`config.mk`:
```
export PLATFORM = sky130hd
export DESIGN_NAME = ats_sequencer
export DESIGN_NICKNAME = d
export VERILOG_FILES = /design/src/logic/ats_pkg.sv /design/src/logic/ats_tick_if.sv /design/src/logic/ats_sequencer.sv /design/src/logic/ats_tick_gen.sv
export VERILOG_INCLUDE_DIRS = /design/src /design/src/logic
export SDC_FILE = /design/constraint.sdc
export NUM_CORES = 1
export LEC_CHECK = 0
export BUFFER_PORTS_ARGS = -buffer_cell sky130_fd_sc_hd__buf_2
export CELL_PAD_IN_SITES_DETAIL_PLACEMENT = 2
export CELL_PAD_IN_SITES_GLOBAL_PLACEMENT = 2
export CORE_UTILIZATION = 44
export CTS_BUF_LIST = sky130_fd_sc_hd__clkbuf_4 sky130_fd_sc_hd__clkbuf_8
export DETAILED_ROUTE_END_ITERATION = 12
export GPL_ROUTABILITY_DRIVEN = 0
export GPL_TIMING_DRIVEN = 0
export PLACE_DENSITY = 0.89
export SLEW_MARGIN = 5
export SYNTH_ARGS = -nofsm -noshare
export SYNTH_HDL_FRONTEND = slang
export SYNTH_SLANG_ARGS = --single-unit
```
`constraint.sdc`:
```
create_clock -name I_SYS_CLK -period 6.7 [get_ports I_SYS_CLK]
set_input_delay 1.675 -clock I_SYS_CLK [delete_from_list [all_inputs] [get_ports I_SYS_CLK]]
set_output_delay 1.675 -clock I_SYS_CLK [all_outputs]
set_load 0.005 [all_outputs]
```
`src/logic/ats_defs.svh`:
```
// Timing counts, sizes and field widths of the teach-in sequencer
`ifndef ATS_DEFS_SVH
`define ATS_DEFS_SVH

`define ATS_CODE_W          16
`define ATS_DEACT_DEPTH     3
`define ATS_SEC_W           11

`define ATS_CLK_PERIOD_NS   8
`define ATS_EIGHTH_NS       125000000
`define ATS_EIGHTH_CYC      (`ATS_EIGHTH_NS / `ATS_CLK_PERIOD_NS)
`define ATS_PHASE_LAST      3'h7

`define ATS_TEACH_WIN_MIN   30
`define ATS_REPL_WIN_MIN    5
`define ATS_CONFIRM_MIN     5
`define ATS_LOCK_RETRY_MIN  10
`define ATS_DWELL_S         3
`define ATS_POWER_OFF_S     3
`define ATS_START_SEQ_S     2
`define ATS_TEACH_S         1
`define ATS_SEC_PER_MIN     60

`endif

```
`src/logic/ats_pkg.sv`:
```
// Types shared by the teach-in sequencer modules
`include "ats_defs.svh"

package ats_pkg;

  typedef logic [`ATS_CODE_W-1:0] ats_code_t;
  typedef logic [`ATS_SEC_W-1:0]  ats_sec_t;

  typedef enum logic [2:0] {
    ST_START    = 3'h0,
    ST_WAIT     = 3'h1,
    ST_DWELL    = 3'h2,
    ST_TEACHING = 3'h3,
    ST_TAUGHT   = 3'h4,
    ST_RUN      = 3'h5,
    ST_SAFE     = 3'h6
  } ats_state_t;

  typedef enum logic [2:0] {
    CAUSE_NONE       = 3'h0,
    CAUSE_TEACH_WIN  = 3'h1,
    CAUSE_CONFIRM_TO = 3'h2,
    CAUSE_REMOVED    = 3'h3,
    CAUSE_DEACT      = 3'h4,
    CAUSE_LOCK_TO    = 3'h5
  } ats_cause_t;

endpackage

```
`src/logic/ats_tick_if.sv`:
```
// Slow tick and blink phase carried from the divider to the sequencer
`timescale 1ns/1ns

interface ats_tick_if;
  logic       sec_tick;
  logic [2:0] phase;
  modport src (output sec_tick, output phase);
  modport dst (input sec_tick, input phase);
endinterface

```
`src/logic/ats_sequencer.sv`:
```
// Teach-in and safety output sequencer of a coded locking switch
`timescale 1ns/1ns
`include "ats_defs.svh"

module ats_sequencer #(
  parameter int unsigned EIGHTH_CYC = `ATS_EIGHTH_CYC
) (
  input  wire logic              I_SYS_CLK,
  input  wire logic              I_RESET,
  input  wire logic              I_FACTORY_CLEAR,
  input  wire logic              I_UNIVERSAL,
  input  wire logic              I_ACT_PRESENT,
  input  wire ats_pkg::ats_code_t I_ACT_CODE,
  input  wire logic              I_LOCK_IN,
  input  wire logic              I_POWER_TO_RELEASE,
  input  wire logic              I_LOCK_ENGAGED,
  output logic                   O_SAFETY_OUTPUT_FIRST,
  output logic                   O_SAFETY_OUTPUT_SECOND,
  output logic                   O_LOCK_DRIVE,
  output logic                   O_PRESENCE_RED,
  output logic                   O_PRESENCE_GREEN,
  output logic                   O_LOCKING_GREEN,
  output logic                   O_DIAG_YELLOW,
  output logic                   O_DIAG_RED,
  output ats_pkg::ats_cause_t    O_FAULT_CAUSE
);
  import ats_pkg::*;

  ////////////////////////////////////////////////////////////////////////
  // Declarations

  ats_tick_if tk ();

  ats_state_t st_ff;
  ats_state_t nxt_st;
  ats_cause_t cause_ff;
  ats_cause_t nxt_cause;
  ats_sec_t   uptime_ff;
  ats_sec_t   cnt_ff;
  ats_sec_t   lock_cnt_ff;
  logic       boot_ff;

  // Survives power cycles; cleared only by factory clear, except pend_valid_ff, also cleared on promotion and in ST_SAFE
  ats_code_t  cur_code_ff;
  logic       cur_valid_ff;
  ats_code_t  pend_code_ff;
  logic       pend_valid_ff;
  ats_code_t  deact_mem [`ATS_DEACT_DEPTH];
  logic       deact_vld [`ATS_DEACT_DEPTH];

  logic       ossd1_ff;
  logic       ossd2_ff;
  logic       lock_drv_ff;
  logic       p_red_ff;
  logic       p_grn_ff;
  logic       l_grn_ff;
  logic       d_yel_ff;
  logic       d_red_ff;

  logic       act_ok;
  logic       is_cur;
  logic       is_deact;
  logic       lock_want;
  logic       lock_stall;
  logic       promote;
  logic       commit;
  logic       f4;
  logic       f2;
  logic       f1;

  function automatic ats_sec_t sec_of(input int unsigned minutes);
    return ats_sec_t'(minutes * `ATS_SEC_PER_MIN);
  endfunction

  ////////////////////////////////////////////////////////////////////////
  // Slow tick

  ats_tick_gen #(
    .EIGHTH_CYC (EIGHTH_CYC)
  ) u_tick (
    .i_clk (I_SYS_CLK),
    .i_rst (I_RESET),
    .tk    (tk.src)
  );

  assign f4 = tk.phase[0];
  assign f2 = tk.phase[1];
  assign f1 = tk.phase[2];

  ////////////////////////////////////////////////////////////////////////
  // Code matching

  always_comb begin
    is_deact = 1'b0;
    for (int i = 0; i < `ATS_DEACT_DEPTH; i++) begin
      if (deact_vld[i] && (deact_mem[i] == I_ACT_CODE)) begin
        is_deact = 1'b1;
      end
    end
  end

  assign is_cur     = cur_valid_ff && (I_ACT_CODE == cur_code_ff);
  assign act_ok     = I_ACT_PRESENT && (I_UNIVERSAL || is_cur);
  assign lock_want  = I_LOCK_IN ^ I_POWER_TO_RELEASE;
  assign lock_stall = lock_want && act_ok && !I_LOCK_ENGAGED;

  ////////////////////////////////////////////////////////////////////////
  // Sequencer

  always_comb begin
    nxt_st    = st_ff;
    nxt_cause = cause_ff;
    case (st_ff)
      ST_START: begin
        if (cnt_ff >= ats_sec_t'(`ATS_START_SEQ_S)) begin
          nxt_st = I_UNIVERSAL ? ST_RUN : ST_WAIT;
        end
      end
      ST_WAIT: begin
        if (cur_valid_ff) begin
          if (uptime_ff >= sec_of(`ATS_REPL_WIN_MIN)) begin
            nxt_st = ST_RUN;
          end else if (I_ACT_PRESENT && is_cur) begin
            nxt_st = ST_RUN;
          end else if (I_ACT_PRESENT && is_deact) begin
            nxt_st    = ST_SAFE;
            nxt_cause = CAUSE_DEACT;
          end else if (I_ACT_PRESENT) begin
            nxt_st = ST_DWELL;
          end
        end else if (uptime_ff >= sec_of(`ATS_TEACH_WIN_MIN)) begin
          nxt_st    = ST_SAFE;
          nxt_cause = CAUSE_TEACH_WIN;
        end else if (I_ACT_PRESENT && is_deact) begin
          nxt_st    = ST_SAFE;
          nxt_cause = CAUSE_DEACT;
        end else if (I_ACT_PRESENT) begin
          nxt_st = ST_DWELL;
        end
      end
      ST_DWELL: begin
        if (!I_ACT_PRESENT) begin
          nxt_st = ST_WAIT;
        end else if (cnt_ff >= ats_sec_t'(`ATS_DWELL_S)) begin
          nxt_st = ST_TEACHING;
        end
      end
      ST_TEACHING: begin
        if (!I_ACT_PRESENT) begin
          nxt_st    = ST_SAFE;
          nxt_cause = CAUSE_REMOVED;
        end else if (cnt_ff >= ats_sec_t'(`ATS_TEACH_S)) begin
          nxt_st = ST_TAUGHT;
        end
      end
      ST_TAUGHT: begin
        if (cnt_ff >= sec_of(`ATS_CONFIRM_MIN)) begin
          nxt_st    = ST_SAFE;
          nxt_cause = CAUSE_CONFIRM_TO;
        end
      end
      ST_RUN: begin
        if (lock_stall && (lock_cnt_ff >= sec_of(`ATS_LOCK_RETRY_MIN))) begin
          nxt_st    = ST_SAFE;
          nxt_cause = CAUSE_LOCK_TO;
        end
      end
      ST_SAFE: begin
        nxt_st = ST_SAFE;
      end
      default: begin
        nxt_st    = ST_SAFE;
        nxt_cause = cause_ff;
      end
    endcase
  end

  always_ff @(posedge I_SYS_CLK or posedge I_RESET) begin
    if (I_RESET) begin
      st_ff    <= ST_START;
      cause_ff <= CAUSE_NONE;
    end else begin
      st_ff    <= nxt_st;
      cause_ff <= nxt_cause;
    end
  end

  ////////////////////////////////////////////////////////////////////////
  // Second counters, cleared on power-on only, per state, or whenever the lock is not stalled in ST_RUN

  always_ff @(posedge I_SYS_CLK or posedge I_RESET) begin
    if (I_RESET) begin
      uptime_ff <= '0;
    end else if (tk.sec_tick && (uptime_ff != '1)) begin
      uptime_ff <= uptime_ff + ats_sec_t'(1);
    end
  end

  always_ff @(posedge I_SYS_CLK or posedge I_RESET) begin
    if (I_RESET) begin
      cnt_ff <= '0;
    end else if (nxt_st != st_ff) begin
      cnt_ff <= '0;
    end else if (tk.sec_tick && (cnt_ff != '1)) begin
      cnt_ff <= cnt_ff + ats_sec_t'(1);
    end
  end

  always_ff @(posedge I_SYS_CLK or posedge I_RESET) begin
    if (I_RESET) begin
      lock_cnt_ff <= '0;
    end else if (!(lock_stall && (st_ff == ST_RUN))) begin
      lock_cnt_ff <= '0;
    end else if (tk.sec_tick && (lock_cnt_ff != '1)) begin
      lock_cnt_ff <= lock_cnt_ff + ats_sec_t'(1);
    end
  end

  ////////////////////////////////////////////////////////////////////////
  // Code memory

  always_ff @(posedge I_SYS_CLK or posedge I_RESET) begin
    if (I_RESET) begin
      boot_ff <= 1'b1;
    end else begin
      boot_ff <= 1'b0;
    end
  end

  assign promote = boot_ff && pend_valid_ff;
  assign commit  = (st_ff == ST_TEACHING) && (nxt_st == ST_TAUGHT);

  // Pending code becomes valid only on the next power-up
  always_ff @(posedge I_SYS_CLK) begin
    if (I_FACTORY_CLEAR) begin
      cur_valid_ff  <= 1'b0;
      pend_valid_ff <= 1'b0;
      cur_code_ff   <= '0;
      pend_code_ff  <= '0;
      for (int i = 0; i < `ATS_DEACT_DEPTH; i++) begin
        deact_mem[i] <= '0;
        deact_vld[i] <= 1'b0;
      end
    end else if (promote) begin
      cur_code_ff   <= pend_code_ff;
      cur_valid_ff  <= 1'b1;
      pend_valid_ff <= 1'b0;
      deact_mem[0]  <= cur_code_ff;
      deact_vld[0]  <= cur_valid_ff;
      for (int i = 1; i < `ATS_DEACT_DEPTH; i++) begin
        deact_mem[i] <= deact_mem[i-1];
        deact_vld[i] <= deact_vld[i-1];
      end
    end else if (commit) begin
      pend_code_ff  <= I_ACT_CODE;
      pend_valid_ff <= 1'b1;
    end else if ((st_ff == ST_SAFE) || (nxt_st == ST_SAFE)) begin
      pend_valid_ff <= 1'b0;
    end
  end

  ////////////////////////////////////////////////////////////////////////
  // Outputs and lamps

  always_ff @(posedge I_SYS_CLK or posedge I_RESET) begin
    if (I_RESET) begin
      ossd1_ff    <= 1'b0;
      ossd2_ff    <= 1'b0;
      lock_drv_ff <= 1'b0;
    end else begin
      ossd1_ff    <= (st_ff == ST_RUN) && act_ok;
      ossd2_ff    <= (st_ff == ST_RUN) && act_ok;
      lock_drv_ff <= (st_ff == ST_RUN) && lock_want && act_ok;
    end
  end

  always_ff @(posedge I_SYS_CLK or posedge I_RESET) begin
    if (I_RESET) begin
      p_red_ff <= 1'b0;
      p_grn_ff <= 1'b0;
      l_grn_ff <= 1'b0;
      d_yel_ff <= 1'b0;
      d_red_ff <= 1'b0;
    end else begin
      case (st_ff)
        ST_START: begin
          p_red_ff <= f2;
          p_grn_ff <= !f2;
          l_grn_ff <= f2;
          d_yel_ff <= f2;
          d_red_ff <= !f2;
        end
        ST_WAIT, ST_DWELL: begin
          p_red_ff <= 1'b1;
          p_grn_ff <= 1'b0;
          l_grn_ff <= 1'b0;
          d_yel_ff <= f4;
          d_red_ff <= !f4;
        end
        ST_TEACHING: begin
          p_red_ff <= 1'b0;
          p_grn_ff <= f4;
          l_grn_ff <= 1'b0;
          d_yel_ff <= f4;
          d_red_ff <= !f4;
        end
        ST_TAUGHT: begin
          p_red_ff <= 1'b0;
          p_grn_ff <= f4;
          l_grn_ff <= 1'b0;
          d_yel_ff <= f4;
          d_red_ff <= 1'b0;
        end
        ST_RUN: begin
          p_red_ff <= !act_ok;
          p_grn_ff <= act_ok;
          l_grn_ff <= lock_want && (I_LOCK_ENGAGED || f1);
          d_yel_ff <= 1'b0;
          d_red_ff <= 1'b0;
        end
        ST_SAFE: begin
          p_red_ff <= f4;
          p_grn_ff <= !f4;
          l_grn_ff <= 1'b0;
          d_yel_ff <= 1'b0;
          d_red_ff <= (cause_ff == CAUSE_REMOVED) ? 1'b1 : f4;
        end
        default: begin
          p_red_ff <= 1'b1;
          p_grn_ff <= 1'b0;
          l_grn_ff <= 1'b0;
          d_yel_ff <= 1'b0;
          d_red_ff <= 1'b1;
        end
      endcase
    end
  end

  assign O_SAFETY_OUTPUT_FIRST  = ossd1_ff;
  assign O_SAFETY_OUTPUT_SECOND = ossd2_ff;
  assign O_LOCK_DRIVE           = lock_drv_ff;
  assign O_PRESENCE_RED         = p_red_ff;
  assign O_PRESENCE_GREEN       = p_grn_ff;
  assign O_LOCKING_GREEN        = l_grn_ff;
  assign O_DIAG_YELLOW          = d_yel_ff;
  assign O_DIAG_RED             = d_red_ff;
  assign O_FAULT_CAUSE          = cause_ff;
endmodule

```
`src/logic/ats_tick_gen.sv`:
```
// Divider making eighth-second blink phase and one-second tick
`timescale 1ns/1ns
`include "ats_defs.svh"

module ats_tick_gen #(
  parameter int unsigned EIGHTH_CYC = `ATS_EIGHTH_CYC
) (
  input  wire logic i_clk,
  input  wire logic i_rst,
  ats_tick_if.src   tk
);
  import ats_pkg::*;

  logic [23:0] div_ff;
  logic [2:0]  phase_ff;
  logic        sec_ff;
  logic        wrap;

  assign wrap = (div_ff == 24'(EIGHTH_CYC - 1));

  always_ff @(posedge i_clk or posedge i_rst) begin
    if (i_rst) begin
      div_ff <= 24'h000000;
    end else if (wrap) begin
      div_ff <= 24'h000000;
    end else begin
      div_ff <= div_ff + 24'h000001;
    end
  end

  // Bit 0 toggles at 4 Hz, bit 1 at 2 Hz, bit 2 at 1 Hz
  always_ff @(posedge i_clk or posedge i_rst) begin
    if (i_rst) begin
      phase_ff <= 3'h0;
      sec_ff   <= 1'b0;
    end else begin
      sec_ff <= wrap && (phase_ff == `ATS_PHASE_LAST);
      if (wrap) begin
        phase_ff <= phase_ff + 3'h1;
      end
    end
  end

  assign tk.sec_tick = sec_ff;
  assign tk.phase    = phase_ff;

endmodule

```
# Word-level counts from Yosys, hierarchy flattened
# Memories as Yosys holds them, arrays and structs flattened.
# Index checks and enable logic that the tools add are counted.
[classes] n_addsub=5 n_mul=0 div=0 order_cmp=7 n_eq_ne=25 shifts=0 n_mux=51 bitwise_logic=8 n_reduce_logical=39
[op_table] operator="$mux 3" n=22
[op_table] operator="$eq 16x16->1" n=4
[op_table] operator="$mux 16" n=3
[op_table] operator="$mux 11" n=4
[op_table] operator="$add 11x1->11 const B" n=3
[op_table] operator="$ne 11x11->1 const B" n=3
[op_table] operator="$add 24x1->24 const B" n=1
[op_table] operator="$eq 24x24->1 const B" n=1
[op_table] operator="$mux 24" n=1
[op_table] operator="$ge 11x2->1 const B" n=2
[op_table] operator="$ge 11x9->1 const B" n=2
[op_table] operator="$logic_and 1x1->1" n=21
[op_table] operator="$eq 3x3->1 const B" n=6
[op_table] operator="$pmux 3 s6" n=1
[op_table] operator="$mux 1" n=14
[op_table] operator="$pmux 1 s4" n=3
[op_table] operator="$pmux 3 s4" n=1
[op_table] operator="$ge 11x1->1 const B" n=1
[op_table] operator="$ge 11x10->1 const B" n=1
[op_table] operator="$ge 11x11->1 const B" n=1
[op_table] operator="$eq 3x2->1 const B" n=3
[op_table] operator="$ne 2x2->1 const B" n=3
[op_table] operator="$ne 3x3->1 const B" n=2
[op_table] operator="$or 1x1->1" n=6
[op_table] operator="17 further kinds" n=26
[word_totals] ff_bits=109 latch_bits=0 ramBits=51 romBits=0 inputBits=24 output_inout_bits=11 elab_cells=157 memories=2
[mem_list] memory="deact_mem" depth=3 width=16 rd=3 rd_ports_with_merged_regs=0 write_ports=3 line="ats_sequencer.sv:48" rtl="ats_code_t deact_mem [`ATS_DEACT_DEPTH];"
[mem_list] memory="deact_vld" depth=3 width=1 rd=3 rd_ports_with_merged_regs=0 write_ports=3 line="ats_sequencer.sv:49" rtl="logic deact_vld [`ATS_DEACT_DEPTH];"

# Longest topological paths before layout
[depth] depth_word=15 mapped_depth=10 mapped_depth_nobuf=9

# Cells and area by module
# From an unflattened synthesis, not the netlist that was laid out.
[hier_totals] hier_cells=761 hier_area_um2=8050.2
[modules_own_cells] mod="ats_sequencer" instances=1 cells_per_inst=618 area_each_um2=6555.0 seq_area_each_um2=3389.5
[modules_own_cells] mod="ats_tick_gen" instances=1 cells_per_inst=143 area_each_um2=1495.2 seq_area_each_um2=700.7

# Worst setup path before layout
# OpenSTA, ideal clock, no wires.
[synth_path] kind="input to register" from="input port I_FACTORY_CLEAR" to="memory deact_mem[0][0] (netlist bit), enable pin" setup_ns=0.405 arrival_ns=3.359 t_required_ns=6.295 setup_slack_ns=2.936 cell_stages=4 n_path_buf=2 cell_sequence="clkbuf_1 -> a21oi_1 -> clkbuf_1 -> inv_1"
[synth_lines] element="start, declared" line="ats_sequencer.sv:10" rtl="input wire logic I_FACTORY_CLEAR,"
[synth_lines] element="end, declared" line="ats_sequencer.sv:48"

==> out/metrics.cfg <==
[run_status]
status=complete, no violations

[power]
p_leak_uw=0.00368
power_density_mw_per_mm2=209
ir_drop_v=0.000127

[worst_setup_path]
critPathBufInv=4
path_max_fanout=32
reg2reg_depth=10
path_delay_family=buffers and inverters
crit_type=in -> reg
end_kind=register
crit_path_frequent_cell=clkbuf_1
crit_path_cell_trace=clkbuf_1 > a21oi_1 > clkbuf_1 > inv_2 > buf_12
slowest_stage=a21oi_1
cp.depth=5
critical_path_arrival_ns=4.03
slowest_delay_ns=0.83
worst_ep_required_time_ns=6.92
start_kind=primary input

[clock_tree]
clkLatencyLatePin_ns=0.48
cts_buffer_depth=2
cts_inserted_buffers=17
clk_pin_slew_ns=0.08
htreeDepth=4
post_cts.repair.setup_buffers=0
clkSinkCount=160
tritoncts=yes
cts_resized=0
clock-root-buffer=clkbuf_8
cts_hold_buffers=0

[timing]
maxSlewViolCount=0
rsz0062_at_grt=no
finalSetupViolations=0
fin_tns_setup_ns=0
whs_ns=0.480
hold_violations=0
finalCritPeriodShare=0.569
fmax_ghz=0.262
tightest_slew_ns=0.979
min_period_ns=3.81
skew_ns=0.0212
slew_headroom=0.342

[grt]
grt_pass1_vias=6653
grt_max_degree=51
track_usage=0.279
grt_pass1_wl_um=38400
antenna_found_initial=0
overflow=0

[cells_and_area]
num_antenna_cells=0
fin_nets=824
final_area_sq_mm=0.00879
drive_gt1_frac=0.137
fill_cells=1801
layout.cells.non_filler=1028
final_cell_mix=78 x xor2_1, 75 x nor2_1, 74 x dfrtp_1, 54 x and2_1, 51 x edfxtp_1
layout_commonest_cell=xor2_1
area_growth_pct=9.78

[synth]
yosysUniqueCellTypes=72
ys_ff_latch=160
synth_edf_count=51
synth-async-reset-ratio=0.469
yosysSeqAreaShare=0.511
synth_top_area_share=0.231
synth_top_area_cell=dfrtp_1
synth-main-ff-cell=dfrtp_1
synth_nets=786
synth.area.top_cells=dfrtp_1 23%, edfxtp_1 19%, xor2_1 8.5%, dfxtp_1 8.5%, and2_1 4.2%
yosysWarnings=0
avgSynthCellArea_sq_um=10.7
syn_area_sq_mm=0.00801
syn_inst=752

[floorplan]
die_w_um=137
core_sq_mm=0.0175
placementRows=48
die_area_sq_mm=0.0188
die_h_um=137
initial_core_util=0.457
io_pins=35

[route]
ant_nets=0
via_per_inst=5.74
wl_um=24200
wl_per_cell_um=23.6
drtPass1Iterations=5
drt_iter0_drc=287
drc=0
via_count=5899

[hold_path]
whs_path_depth=1
hold_path.class=reg -> reg

[place]
port_buffers=17
dp_hpwl_um=16800
dpl.cell_count=996
dpl_cell_area_sq_mm=0.00843

[flow_run]
maxCapViolCount=0

==> worst paths after layout <==
kind,from,end,slack [ns]
max in group asynchronous,I_RESET,cnt_ff[5]$_DFFE_PP0P_,4.94
min in group asynchronous,I_RESET,lock_cnt_ff[5]$_DFFE_PP0P_,1.18
worst max-delay path,I_FACTORY_CLEAR,deact_vld[0][1]$_SDFFCE_PN0P_,2.89
worst max register to register,cnt_ff[1]$_DFFE_PP0P_,pend_code_ff[9]$_SDFFE_PP0P_,3.74
worst min-delay path,pend_code_ff[13]$_SDFFE_PP0P_,cur_code_ff[13]$_SDFFE_PP0P_,0.48
worst min register to register,pend_code_ff[13]$_SDFFE_PP0P_,cur_code_ff[13]$_SDFFE_PP0P_,0.48
==> final cells by class <==
type	instances	area, sq um	share of cell area
buffer	41	233	0.0265
clock buffer	22	278	0.0316
clock inverter	10	88.8	0.0101
inverter	19	73.8	0.00839
multi-input combinational	532	3620	0.411
sequential	160	4090	0.465
tap	225	282	0.0320
timing repair buffer	19	133	0.0151
==> kinds of logic after synthesis <==
kind of cell,count (synthesis),share of synthesized area
adder cells (fa/ha/maj),10,0.0156
flip-flops,160,0.511
XOR/XNOR,114,0.125
multiplexers,18,0.0228
AND/OR/NAND/NOR,298,0.202
buffers and inverters,60,0.0379
AO/OA/AOI/OAI,91,0.0864
other,1,0.000468
==> flip-flops by register name, summed over array words and instances (netlist names), 3 cells and up <==
signal           cells
deact_mem           48
deact_vld            3
pend_code_ff        16
lock_cnt_ff         11
O_FAULT_CAUSE        3
u_tick.tk.phase      3
cnt_ff              11
u_tick.div_ff       24
uptime_ff           11
st_ff                3
cur_code_ff         16
==> Yosys cell counts, types with 15 or more instances <==
cell      count
mux2i_1      16
dfrtp_1      74
a21oi_1      21
dfxtp_1      34
nand3_1      36
and2_1       54
nand2_1      46
xnor2_1      36
clkbuf_1     15
o21ai_0      16
nor2_1       75
edfxtp_1     51
inv_1        18
xor2_1       78
a22o_1       16
==> where the power goes <==
group,internal [uW],switching [uW]
logic,35.4,68.2
clock network,318,373
registers,1030,15.5
==> routing by layer <==
| metal | vias up | GRT usage | share of wire |
|---|---|---|---|
| li1 | 2681 | - | - |
| met1 | 3049 | 0.320 | 0.41 |
| met2 | 121 | 0.506 | 0.53 |
| met3 | 48 | 0.0481 | 0.026 |
| met4 | 0 | 0.123 | 0.030 |
| met5 | - | 0 | 0 |
==> worst register-to-register path, stage by stage (launching register included) <==
cell	delay, ns
dfrtp_1	0.58
inv_1	0.10
ha_1	0.23
nor3_1	0.26
nand4_1	0.16
a211oi_1	0.46
o21ai_2	0.17
o311ai_4	0.24
buf_6	0.28
mux2i_1	0.25
nor2_1	0.09
==> stage by stage <==
step	util	power, uW	worst slack [ns]
after floorplan	-	1120	2.94
after global placement	0.478	1150	2.11
after detailed placement	0.481	1160	2.61
after CTS	0.501	1850	2.98
after global routing	0.501	1880	2.85
final	0.501	1840	2.89
(Power assumes the default switching activity.)
